--- config.mk ---
export PLATFORM = sky130hd
export DESIGN_NAME = fcc_flash_ctrl
export DESIGN_NICKNAME = d
export VERILOG_FILES = /design/src/core/fcc_pkg.sv /design/src/core/fcc_flash_ctrl.sv
export SDC_FILE = /design/constraint.sdc
export NUM_CORES = 1
export LEC_CHECK = 0
export ABC_AREA = 1
export BUFFER_PORTS_ARGS = -buffer_cell sky130_fd_sc_hd__buf_2
export CORE_AREA = 2 2 183 131
export CTS_BUF_LIST = sky130_fd_sc_hd__clkbuf_8
export DETAILED_ROUTE_END_ITERATION = 8
export DIE_AREA = 0 0 185 133
export GPL_TIMING_DRIVEN = 0
export PLACE_DENSITY_LB_ADDON = 0.05
export SKIP_LAST_GASP = 1
export SYNTH_ARGS = -nofsm -noshare
export SYNTH_HDL_FRONTEND = slang
export SYNTH_SLANG_ARGS = --single-unit
--- constraint.sdc ---
create_clock -name clk -period 11.44 [get_ports clk]
set_input_delay 2.288 -clock clk [delete_from_list [all_inputs] [get_ports clk]]
set_output_delay 2.288 -clock clk [all_outputs]
set_load 0.005 [all_outputs]
--- src/core/fcc_pkg.sv ---
// Constants and carrier types of the flash command controller
package fcc_pkg;
	localparam int          DATA_W      = 16;
	localparam int          ADDR_W      = 18;
	localparam int          REG_ADDR_W  = 4;
	// Register offsets
	localparam logic [3:0]  OFS_CLKDIV  = 4'h0;
	localparam logic [3:0]  OFS_PARIDX  = 4'h1;
	localparam logic [3:0]  OFS_CFG     = 4'h2;
	localparam logic [3:0]  OFS_ERRCFG  = 4'h3;
	localparam logic [3:0]  OFS_STAT    = 4'h4;
	localparam logic [3:0]  OFS_ERRSTAT = 4'h5;
	localparam logic [3:0]  OFS_PARAM   = 4'h6;
	// Field positions
	localparam int          DIV_LOADED_BIT = 7;
	localparam int          DIV_LOCKED_BIT = 6;
	localparam int          COMMAND_COMPLETE_IRQ_ENABLE_BIT       = 7;
	localparam int          DOUBLE_FAULT_IRQ_ENABLE_BIT      = 1;
	localparam int          SINGLE_FAULT_IRQ_ENABLE_BIT      = 0;
	localparam int          CCF_BIT        = 7;
	localparam int          ACCESS_ERROR_FLAG_BIT     = 5;
	localparam int          PVIOL_BIT      = 4;
	localparam int          BUSY_BIT       = 3;
	localparam int          VHI_BIT        = 1;
	localparam int          VLO_BIT        = 0;
	localparam int          DFLAG_BIT      = 1;
	localparam int          SFLAG_BIT      = 0;
	// Reset values
	localparam logic [5:0]  DIV_RESET   = 6'h00;
	localparam logic [7:0]  CMD_RESET   = 8'h00;
	// Command codes and parameter indices
	localparam logic [7:0]  CMD_EVB     = 8'h02;
	localparam logic [7:0]  CMD_EVS     = 8'h03;
	localparam logic [7:0]  CMD_PGM     = 8'h06;
	localparam logic [2:0]  IDX_EVB     = 3'h0;
	localparam logic [2:0]  IDX_EVS     = 3'h2;
	localparam logic [2:0]  IDX_PGM     = 3'h5;
	localparam int          NUM_PARAMS  = 6;
	localparam logic [1:0]  SEL_EEPROM  = 2'h0;
	localparam logic [1:0]  SEL_PFLASH  = 2'h3;
	localparam logic [15:0] ERASED_WORD = 16'hFFFF;
	// Timing: program pulse per word, in divided 1 MHz ticks
	localparam int          PGM_WORD_US   = 20;
	localparam int          TICK_PER_US   = 1;
	localparam logic [7:0]  PGM_WORD_TICKS = 8'(PGM_WORD_US * TICK_PER_US);

	typedef enum logic [2:0] {FCC_IDLE, FCC_VREAD, FCC_VWAIT, FCC_VCHECK, FCC_PWRITE, FCC_PWAIT} fcc_state_t;

	typedef struct packed {
		logic              rd;
		logic              wr;
		logic [ADDR_W-1:0] addr;
		logic [DATA_W-1:0] wdata;
	} fcc_arr_req_t;

	typedef struct packed {
		logic [DATA_W-1:0] rdata;
		logic              singleErr;
		logic              doubleErr;
	} fcc_arr_rsp_t;
endpackage

--- src/core/fcc_flash_ctrl.sv ---
// Flash command sequencer with register port and array interface
//
// Overview of operation
// - Code 0x02 at index 000 launches block verify
// - Select 00 EEPROM, 11 program flash, else error
// - Check whole block, then set completion flag
// - Non-erased location sets both verify bits
// - Block verify needs index 000 at launch
// - Invalid select code raises access error
// - No protection flag; verify bits from reads
// - Section verify checks address and phrase range
// - Command interrupt from completion flag and enable
// - Error interrupt from enabled fault flags
// - First divider write sets loaded bit
// - Lock bit freezes divide field until reset
// - Divide field makes 1 MHz program tick
// - Program phrase, read back, then complete
// - Program needs index 101 at launch
// - Program address must be phrase aligned
// - Program needs permitted mode, valid address
// - Protected target sets violation, no program
// - Read-back errors set verify bits
// - Writing one clears flag and launches
`timescale 1ns/1ns
`default_nettype none
module fcc_flash_ctrl
	import fcc_pkg::*;
#(
	parameter logic [17:0] PF_BASE  = 18'h20000,
	parameter int          PF_BYTES = 65536,
	parameter logic [17:0] EE_BASE  = 18'h00400,
	parameter int          EE_BYTES = 1024
) (
	input  wire logic                  clk,
	input  wire logic                  rstn,
	input  wire logic [REG_ADDR_W-1:0] regAddr,
	input  wire logic [DATA_W-1:0]     regWdata,
	input  wire logic                  regWe,
	input  wire logic                  regRe,
	output logic      [DATA_W-1:0]     regRdata,
	input  wire logic                  progEnable,
	input  wire logic [ADDR_W-1:0]     protBase,
	output fcc_arr_req_t               arrReq,
	input  wire fcc_arr_rsp_t          arrRsp,
	output logic                       cmdIrq,
	output logic                       errIrq
);
	function automatic logic inRange(input logic [19:0] a, input logic [19:0] lo, input logic [19:0] len);
		inRange = (a >= lo) && (a < lo + len);
	endfunction

	logic [1:0]        rstSync_q;
	logic              rstnInt;
	logic [5:0]        div_q;
	logic              divLoaded_q, divLocked_q;
	logic [5:0]        tickCnt_q;
	logic              tick;
	logic [2:0]        parIdx_q;
	logic [15:0]       param_q [NUM_PARAMS];
	logic              command_complete_irq_enable_q, double_fault_irq_enable_q, single_fault_irq_enable_q;
	logic              ccf_q, access_error_flag_q, pViol_q, vHi_q, vLo_q;
	logic              dFlag_q, sFlag_q;
	fcc_state_t        state_q;
	logic              isPgm_q;
	logic [19:0]       curAddr_q, startAddr_q, endAddr_q;
	logic [1:0]        wordIdx_q;
	logic [7:0]        waitCnt_q;
	fcc_arr_req_t      arrReq_q;
	logic [DATA_W-1:0] rdata_q;
	logic              cmdIrq_q, errIrq_q;

	always_ff @(posedge clk or negedge rstn) begin
		if (!rstn) begin
			rstSync_q <= 2'h0;
		end else begin
			rstSync_q <= {rstSync_q[0], 1'b1};
		end
	end
	assign rstnInt = rstSync_q[1];

	// Register decode
	wire wrDiv    = regWe && regAddr == OFS_CLKDIV;
	wire wrIdx    = regWe && regAddr == OFS_PARIDX;
	wire wrCfg    = regWe && regAddr == OFS_CFG;
	wire wrErrCfg = regWe && regAddr == OFS_ERRCFG;
	wire wrStat   = regWe && regAddr == OFS_STAT;
	wire wrErrSt  = regWe && regAddr == OFS_ERRSTAT;
	// Parameters frozen mid-command so the sequencer sees stable data
	wire wrParam  = regWe && regAddr == OFS_PARAM && ccf_q && parIdx_q < 3'(NUM_PARAMS);
	wire launch   = wrStat && regWdata[CCF_BIT] && ccf_q;

	// Command decode
	wire [7:0]  cmdCode = param_q[0][15:8];
	wire [1:0]  selCode = param_q[0][1:0];
	wire [19:0] gAddr   = {2'h0, param_q[0][1:0], param_q[1]};
	wire [19:0] secEnd  = gAddr + {1'b0, param_q[2], 3'h0};
	wire        aligned = gAddr[2:0] == 3'h0;
	wire        addrPf  = inRange(gAddr, {2'h0, PF_BASE}, 20'(PF_BYTES));
	wire        selOk   = selCode == SEL_EEPROM || selCode == SEL_PFLASH;
	wire        errEvb  = parIdx_q != IDX_EVB || !selOk;
	wire        errEvs  = parIdx_q != IDX_EVS || !aligned || !addrPf || param_q[2] == 16'h0000
	                      || secEnd > {2'h0, PF_BASE} + 20'(PF_BYTES);
	wire        errPgm  = parIdx_q != IDX_PGM || !aligned || !addrPf || !progEnable;
	wire        cmdErr  = !divLoaded_q || (cmdCode == CMD_EVB ? errEvb :
	                      cmdCode == CMD_EVS ? errEvs : cmdCode == CMD_PGM ? errPgm : 1'b1);
	wire        protHit = cmdCode == CMD_PGM && !cmdErr && gAddr[17:0] >= protBase;
	wire        goOn    = launch && !cmdErr && !protHit;
	wire [19:0] blkBase = selCode == SEL_EEPROM ? {2'h0, EE_BASE} : {2'h0, PF_BASE};
	wire [19:0] blkLen  = selCode == SEL_EEPROM ? 20'(EE_BYTES) : 20'(PF_BYTES);

	// Verify step
	wire        check    = state_q == FCC_VCHECK;
	wire [15:0] expect_w = isPgm_q ? param_q[2 + int'(wordIdx_q)] : ERASED_WORD;
	wire        mismatch = arrRsp.rdata != expect_w;
	wire        lastWord = curAddr_q + 20'h2 >= endAddr_q;
	wire        setDbl   = check && arrRsp.doubleErr;
	wire        setSgl   = check && arrRsp.singleErr && !arrRsp.doubleErr;
	wire        setHi    = check && (arrRsp.doubleErr || arrRsp.singleErr || mismatch);
	wire        setLo    = check && (arrRsp.doubleErr || mismatch);
	wire        done     = check && lastWord;

	// Divided 1 MHz tick
	// Free-running, so a word's first tick may come early
	assign tick = tickCnt_q == div_q;
	always_ff @(posedge clk or negedge rstnInt) begin
		if (!rstnInt) begin
			tickCnt_q <= 6'h00;
		end else begin
			tickCnt_q <= tick ? 6'h00 : tickCnt_q + 6'h01;
		end
	end

	// Divider register; lock freezes the field, only reset reopens it
	always_ff @(posedge clk or negedge rstnInt) begin
		if (!rstnInt) begin
			div_q       <= DIV_RESET;
			divLoaded_q <= 1'b0;
			divLocked_q <= 1'b0;
		end else if (wrDiv) begin
			divLoaded_q <= 1'b1;
			divLocked_q <= divLocked_q | regWdata[DIV_LOCKED_BIT];
			if (!divLocked_q) begin
				div_q <= regWdata[5:0];
			end
		end
	end

	// Configuration and parameter registers
	always_ff @(posedge clk or negedge rstnInt) begin
		if (!rstnInt) begin
			parIdx_q <= 3'h0;
			command_complete_irq_enable_q   <= 1'b0;
			double_fault_irq_enable_q  <= 1'b0;
			single_fault_irq_enable_q  <= 1'b0;
		end else begin
			if (wrIdx && ccf_q) begin
				parIdx_q <= regWdata[2:0];
			end
			if (wrCfg) begin
				command_complete_irq_enable_q <= regWdata[COMMAND_COMPLETE_IRQ_ENABLE_BIT];
			end
			if (wrErrCfg) begin
				double_fault_irq_enable_q <= regWdata[DOUBLE_FAULT_IRQ_ENABLE_BIT];
				single_fault_irq_enable_q <= regWdata[SINGLE_FAULT_IRQ_ENABLE_BIT];
			end
		end
	end

	always_ff @(posedge clk) begin
		if (wrParam) begin
			param_q[parIdx_q] <= regWdata;
		end
	end

	// Status flags; hardware set wins over software clear
	always_ff @(posedge clk or negedge rstnInt) begin
		if (!rstnInt) begin
			ccf_q    <= 1'b1;
			access_error_flag_q <= 1'b0;
			pViol_q  <= 1'b0;
			vHi_q    <= 1'b0;
			vLo_q    <= 1'b0;
			dFlag_q  <= 1'b0;
			sFlag_q  <= 1'b0;
		end else begin
			if (launch) begin
				ccf_q    <= !goOn;
				access_error_flag_q <= cmdErr;
				pViol_q  <= protHit;
				vHi_q    <= 1'b0;
				vLo_q    <= 1'b0;
			end else begin
				if (done) begin
					ccf_q <= 1'b1;
				end
				if (wrStat && regWdata[ACCESS_ERROR_FLAG_BIT]) begin
					access_error_flag_q <= 1'b0;
				end
				if (wrStat && regWdata[PVIOL_BIT]) begin
					pViol_q <= 1'b0;
				end
				vHi_q <= vHi_q | setHi;
				vLo_q <= vLo_q | setLo;
			end
			dFlag_q <= setDbl | (dFlag_q & !(wrErrSt && regWdata[DFLAG_BIT]));
			sFlag_q <= setSgl | (sFlag_q & !(wrErrSt && regWdata[SFLAG_BIT]));
		end
	end

	// Sequencer
	always_ff @(posedge clk or negedge rstnInt) begin
		if (!rstnInt) begin
			state_q     <= FCC_IDLE;
			isPgm_q     <= 1'b0;
			curAddr_q   <= 20'h0;
			startAddr_q <= 20'h0;
			endAddr_q   <= 20'h0;
			wordIdx_q   <= 2'h0;
			waitCnt_q   <= 8'h00;
		end else begin
			case (state_q)
				FCC_IDLE: begin
					if (goOn) begin
						isPgm_q   <= cmdCode == CMD_PGM;
						wordIdx_q <= 2'h0;
						if (cmdCode == CMD_EVB) begin
							curAddr_q <= blkBase;
							endAddr_q <= blkBase + blkLen;
							state_q   <= FCC_VREAD;
						end else if (cmdCode == CMD_EVS) begin
							curAddr_q <= gAddr;
							endAddr_q <= secEnd;
							state_q   <= FCC_VREAD;
						end else begin
							curAddr_q   <= gAddr;
							startAddr_q <= gAddr;
							endAddr_q   <= gAddr + 20'h8;
							state_q     <= FCC_PWRITE;
						end
					end
				end
				FCC_VREAD: state_q <= FCC_VWAIT;
				FCC_VWAIT: state_q <= FCC_VCHECK;
				FCC_VCHECK: begin
					curAddr_q <= curAddr_q + 20'h2;
					wordIdx_q <= wordIdx_q + 2'h1;
					state_q   <= lastWord ? FCC_IDLE : FCC_VREAD;
				end
				FCC_PWRITE: begin
					waitCnt_q <= PGM_WORD_TICKS;
					state_q   <= FCC_PWAIT;
				end
				FCC_PWAIT: begin
					if (tick) begin
						waitCnt_q <= waitCnt_q - 8'h01;
					end
					if (tick && waitCnt_q == 8'h01) begin
						wordIdx_q <= wordIdx_q + 2'h1;
						// Word index wraps to zero, so read-back starts at word 0
						if (curAddr_q + 20'h2 >= endAddr_q) begin
							curAddr_q <= startAddr_q;
							state_q   <= FCC_VREAD;
						end else begin
							curAddr_q <= curAddr_q + 20'h2;
							state_q   <= FCC_PWRITE;
						end
					end
				end
				default: state_q <= FCC_IDLE;
			endcase
		end
	end

	// Array strobes, read data and interrupt requests, all registered
	wire [15:0] statRd = 16'({ccf_q, 1'b0, access_error_flag_q, pViol_q, state_q != FCC_IDLE, 1'b0, vHi_q, vLo_q});
	wire [15:0] rdMux  = regAddr == OFS_CLKDIV  ? 16'({divLoaded_q, divLocked_q, div_q}) :
	                     regAddr == OFS_PARIDX  ? 16'(parIdx_q) :
	                     regAddr == OFS_CFG     ? 16'({command_complete_irq_enable_q, 7'h00}) :
	                     regAddr == OFS_ERRCFG  ? 16'({double_fault_irq_enable_q, single_fault_irq_enable_q}) :
	                     regAddr == OFS_STAT    ? statRd :
	                     regAddr == OFS_ERRSTAT ? 16'({dFlag_q, sFlag_q}) :
	                     regAddr == OFS_PARAM && parIdx_q < 3'(NUM_PARAMS) ? param_q[parIdx_q] : 16'h0000;

	always_ff @(posedge clk or negedge rstnInt) begin
		if (!rstnInt) begin
			arrReq_q <= '0;
			rdata_q  <= 16'h0000;
			cmdIrq_q <= 1'b0;
			errIrq_q <= 1'b0;
		end else begin
			arrReq_q.rd    <= state_q == FCC_VREAD;
			arrReq_q.wr    <= state_q == FCC_PWRITE;
			arrReq_q.addr  <= curAddr_q[17:0];
			arrReq_q.wdata <= param_q[2 + int'(wordIdx_q)];
			rdata_q        <= regRe ? rdMux : 16'h0000;
			cmdIrq_q       <= ccf_q && command_complete_irq_enable_q;
			errIrq_q       <= (dFlag_q && double_fault_irq_enable_q) || (sFlag_q && single_fault_irq_enable_q);
		end
	end

	assign arrReq   = arrReq_q;
	assign regRdata = rdata_q;
	assign cmdIrq   = cmdIrq_q;
	assign errIrq   = errIrq_q;
endmodule
`default_nettype wire

==> impl_metrics.env <==
export IMPL_status="complete, no violations"
export IMPL_area_delta_synth_final_pct=14.3
export IMPL_h_tree_depth=2
export IMPL_startpoint_type="register"
export IMPL_routed_wl_met3_mm=4.85
export IMPL_p_leak_nw=7.50
export IMPL_cp_max_fo=10
export IMPL_n_fill_cell=1970
export IMPL_syn_nets=1702
export IMPL_power_density_nw_per_um2=133
export IMPL_final_nets=1865
export IMPL_grt_ovfl_total=0
export IMPL_root_buffer="clkbuf_8"
export IMPL_synth_cells=1579
export IMPL_fin_ws_ns=6.30
export IMPL_clkTransAtPathRegs_ns=0.07
export IMPL_cts_hold_buf=0
export IMPL_cts_resized=0
export IMPL_io_buffers=114
export IMPL_tightest_slew_ns=0.957
export IMPL_grt_pass1_vias=11400
export IMPL_r2r_start="curAddr_q[1]$_DFFE_PN0P_"
export IMPL_p_comb_share_pct=11.9
export IMPL_r2r_cells=22
export IMPL_rows=47
export IMPL_rsz0062_at_grt="no"
export IMPL_synth_async_sr_flop_share_pct=61.8
export IMPL_maxCapViolations=0
export IMPL_critical_path_class="register to register"
export IMPL_clockPowerShare_pct=39.5
export IMPL_worstPathRequired_ns=11.92
export IMPL_synth_area_leader_cell="dfrtp_1"
export IMPL_drtIter0Drc=1585
export IMPL_crit_start="curAddr_q[1]$_DFFE_PN0P_"
export IMPL_numClockSinks=251
export IMPL_via_per_inst=5.81
export IMPL_die_area_um2=24600
export IMPL_setup_worst_path_end_class="register"
export IMPL_yosysMostFrequentCell="nand2_1"
export IMPL_cts_buffers=40
export IMPL_vias=12100
export IMPL_synth_edf_count=96
export IMPL_max_stage_delay_ns=0.56
export IMPL_clock_path_buffers=3
export IMPL_cp_common_cell="a21oi_1"
export IMPL_drc=0
export IMPL_swShare_pct=27.8
export IMPL_top_layer_used="met4"
export IMPL_cts_tree="done"
export IMPL_die_y_um=133
export IMPL_reg2reg_slack_ns=6.30
export IMPL_synth_warnings=0
export IMPL_dr_wl_met2_mm=16.8
export IMPL_drive_gt1_share_pct=12.7
export IMPL_hold_path_class="register to async pin"
export IMPL_multiInputGateArea_um2=5680
export IMPL_gp_congestion=0.957
export IMPL_regArea_um2=6770
export IMPL_crit_path_top_delay_cell="o21ai_1"
export IMPL_path_cells="ha_1 > nand4_1 > nor2_1 > nand2_1 > nor2_1 > nand4_1 > nor3_1 > nand3_1 > xor2_1 > inv_1 > ha_1 > a21oi_1 > o21ai_0 > a21oi_1 > a21boi_0 > nand3_1 > o21ai_1 > inv_1 > clkbuf_1 > o21ai_0 > a21oi_1 > o21ai_1"
export IMPL_worstPathArrival_ns=5.62
export IMPL_hold_viol_final=0
export IMPL_fin_util_pct=67.0
export IMPL_p_int_mw=1.48
export IMPL_ys_flop_type="dfrtp_1"
export IMPL_power_frac_seq_pct=48.6
export IMPL_grt_first_pass_wirelength_mm=63.1
export IMPL_yosys_top_cells_count="nand2_1 (342), inv_1 (235), dfrtp_1 (154)"
export IMPL_fin_tns_setup_ns=0
export IMPL_num_antenna_cells=0
export IMPL_post_drt_wl_per_cell_um=19.7
export IMPL_wl_met1_mm=18.9
export IMPL_peakVddDrop_uv=99.7
export IMPL_stdcell_area_um2=15400
export IMPL_yosys_cell_types_count=56
export IMPL_synth_cell_area_um2=13500
export IMPL_yosys_top_cells_area="dfrtp_1 (29%), edfxtp_1 (21%), nand2_1 (9.5%)"
export IMPL_ys_seq_area_share_pct=50.1
export IMPL_gr_usage_all_layers_pct=33.9
export IMPL_wl_mm=41.2
export IMPL_cp_num_buf_inv=3
export IMPL_dp_slack_ns=6.14
export IMPL_synth_seq_cells=251
export IMPL_boundaryPins=115
export IMPL_die_x_um=185
export IMPL_worstReg2RegEnd="curAddr_q[10]$_DFFE_PN0P_"
export IMPL_fin_crit_ns=5.14
export IMPL_slew_limit_headroom_pct=35.6
export IMPL_dp_hpwl_mm=31.5
export IMPL_p_sw_mw=0.570
export IMPL_grt_antenna_before_repair=0
export IMPL_maxSlewViolCount=0
export IMPL_firstDrtPassIters=5
export IMPL_clkLatencyLatePin_ns=0.57
export IMPL_placed_area_um2=14600
export IMPL_crit_family="compound AO/OA/AOI/OAI gates"
export IMPL_initial_core_util_pct=58.6
export IMPL_placeableCoreArea_um2=23100
export IMPL_fin_crit_sh_pct=44.9
export IMPL_fmax_mhz=195
export IMPL_finalSetupViolations=0
export IMPL_yosysTopAreaCellShare_pct=28.5
export IMPL_grt_start_max_net_pins=63
export IMPL_drtAntennaViolNets=0
export IMPL_cts_setup_buffers=0
export IMPL_postSynthAreaPerCell_um2=8.56
export IMPL_finalClockSkew_ns=0.0177
[per-stage QoR]
stage          hold slack (ns)  instances  total power, mW
6_report                 0.292       2091             2.05
2_1_floorplan            0.331       1579             1.15
4_1_cts                  0.324       2091             2.05
5_1_grt                  0.348       2091             2.13
3_5_place_dp             0.318       2018             1.25
3_3_place_gp             0.333       2011             1.24
[power by group through the flow]
stage          clock network [mW]  registers, mW  logic [mW]
2_1_floorplan                   0           1.01       0.135
3_3_place_gp                    0           1.02       0.217
3_5_place_dp                    0           1.01       0.235
4_1_cts                     0.817          0.996       0.236
5_1_grt                     0.859           1.00       0.266
6_report                    0.812          0.997       0.244
[worst max path at each step]
stage | depth (start not counted) | end | slack, ns
after global routing | 22 | curAddr_q[10]$_DFFE_PN0P_ | 5.89
after CTS | 22 | curAddr_q[10]$_DFFE_PN0P_ | 6.46
after global placement | 6 | param_q[3][12]$_DFFE_PP_ | 4.84
final | 22 | curAddr_q[10]$_DFFE_PN0P_ | 6.30
after floorplan | 6 | param_q[3][0]$_DFFE_PP_ | 6.27
after detailed placement | 6 | param_q[2][13]$_DFFE_PP_ | 6.14
[cells in the final DEF, fill, tap and decap left out, drive strengths merged, types with 6 or more instances in the layout]
cell type  Yosys  final
a21oi         94     94
a221oi        10     10
a31oi          9      9
buf           15    136
clkbuf        28     74
clkinv         0     10
dfrtp        154    154
edfxtp        96     96
ha            61     61
inv          240    254
nand2        345    345
nand3         80     80
nand4         29     29
nor2         126    126
nor3          33     33
nor4          10     10
o211ai        14     14
o21a           6      6
o21ai        126    126
o221ai         7      7
o22ai         11     11
or2            6      6
xnor2          7      7
xor2          24     24
[layer usage]
| metal | GRT usage [%] | vias to the layer above |
|---|---|---|
| li1 | - | 5648 |
| met1 | 52.3 | 5751 |
| met2 | 47.4 | 683 |
| met3 | 9.17 | 66 |
| met4 | 7.63 | 0 |
| met5 | 0 | - |
[cell type report]
class,count,area share (%)
tap,318,2.58
multi-input combinational,1045,36.8
timing repair buffer,121,4.39
clock buffer,46,4.10
sequential,251,43.8
clock inverter,27,1.27
inverter,240,5.83
buffer,43,1.23
[state kept, by name, summed over array words and instances, names as in the netlist, 2 cells and up]
signal / flops
tickCnt_q: 6
endAddr_q: 20
regRdata: 16
curAddr_q: 20
state_q: 3
param_q: 96
arrReq: 36
parIdx_q: 3
waitCnt_q: 8
rstSync_q: 2
startAddr_q: 18
wordIdx_q: 2
div_q: 6
[logic make-up after synthesis]
logic type / share of synthesized area, %
multiplexers: 0.0834
AND/OR/NAND/NOR: 20.2
AO/OA/AOI/OAI: 13.7
other: 0.0278
XOR/XNOR: 2.01
buffers and inverters: 8.08
adder cells (fa/ha/maj): 5.80
flip-flops: 50.1
Power figures use the tool's default switching activity.
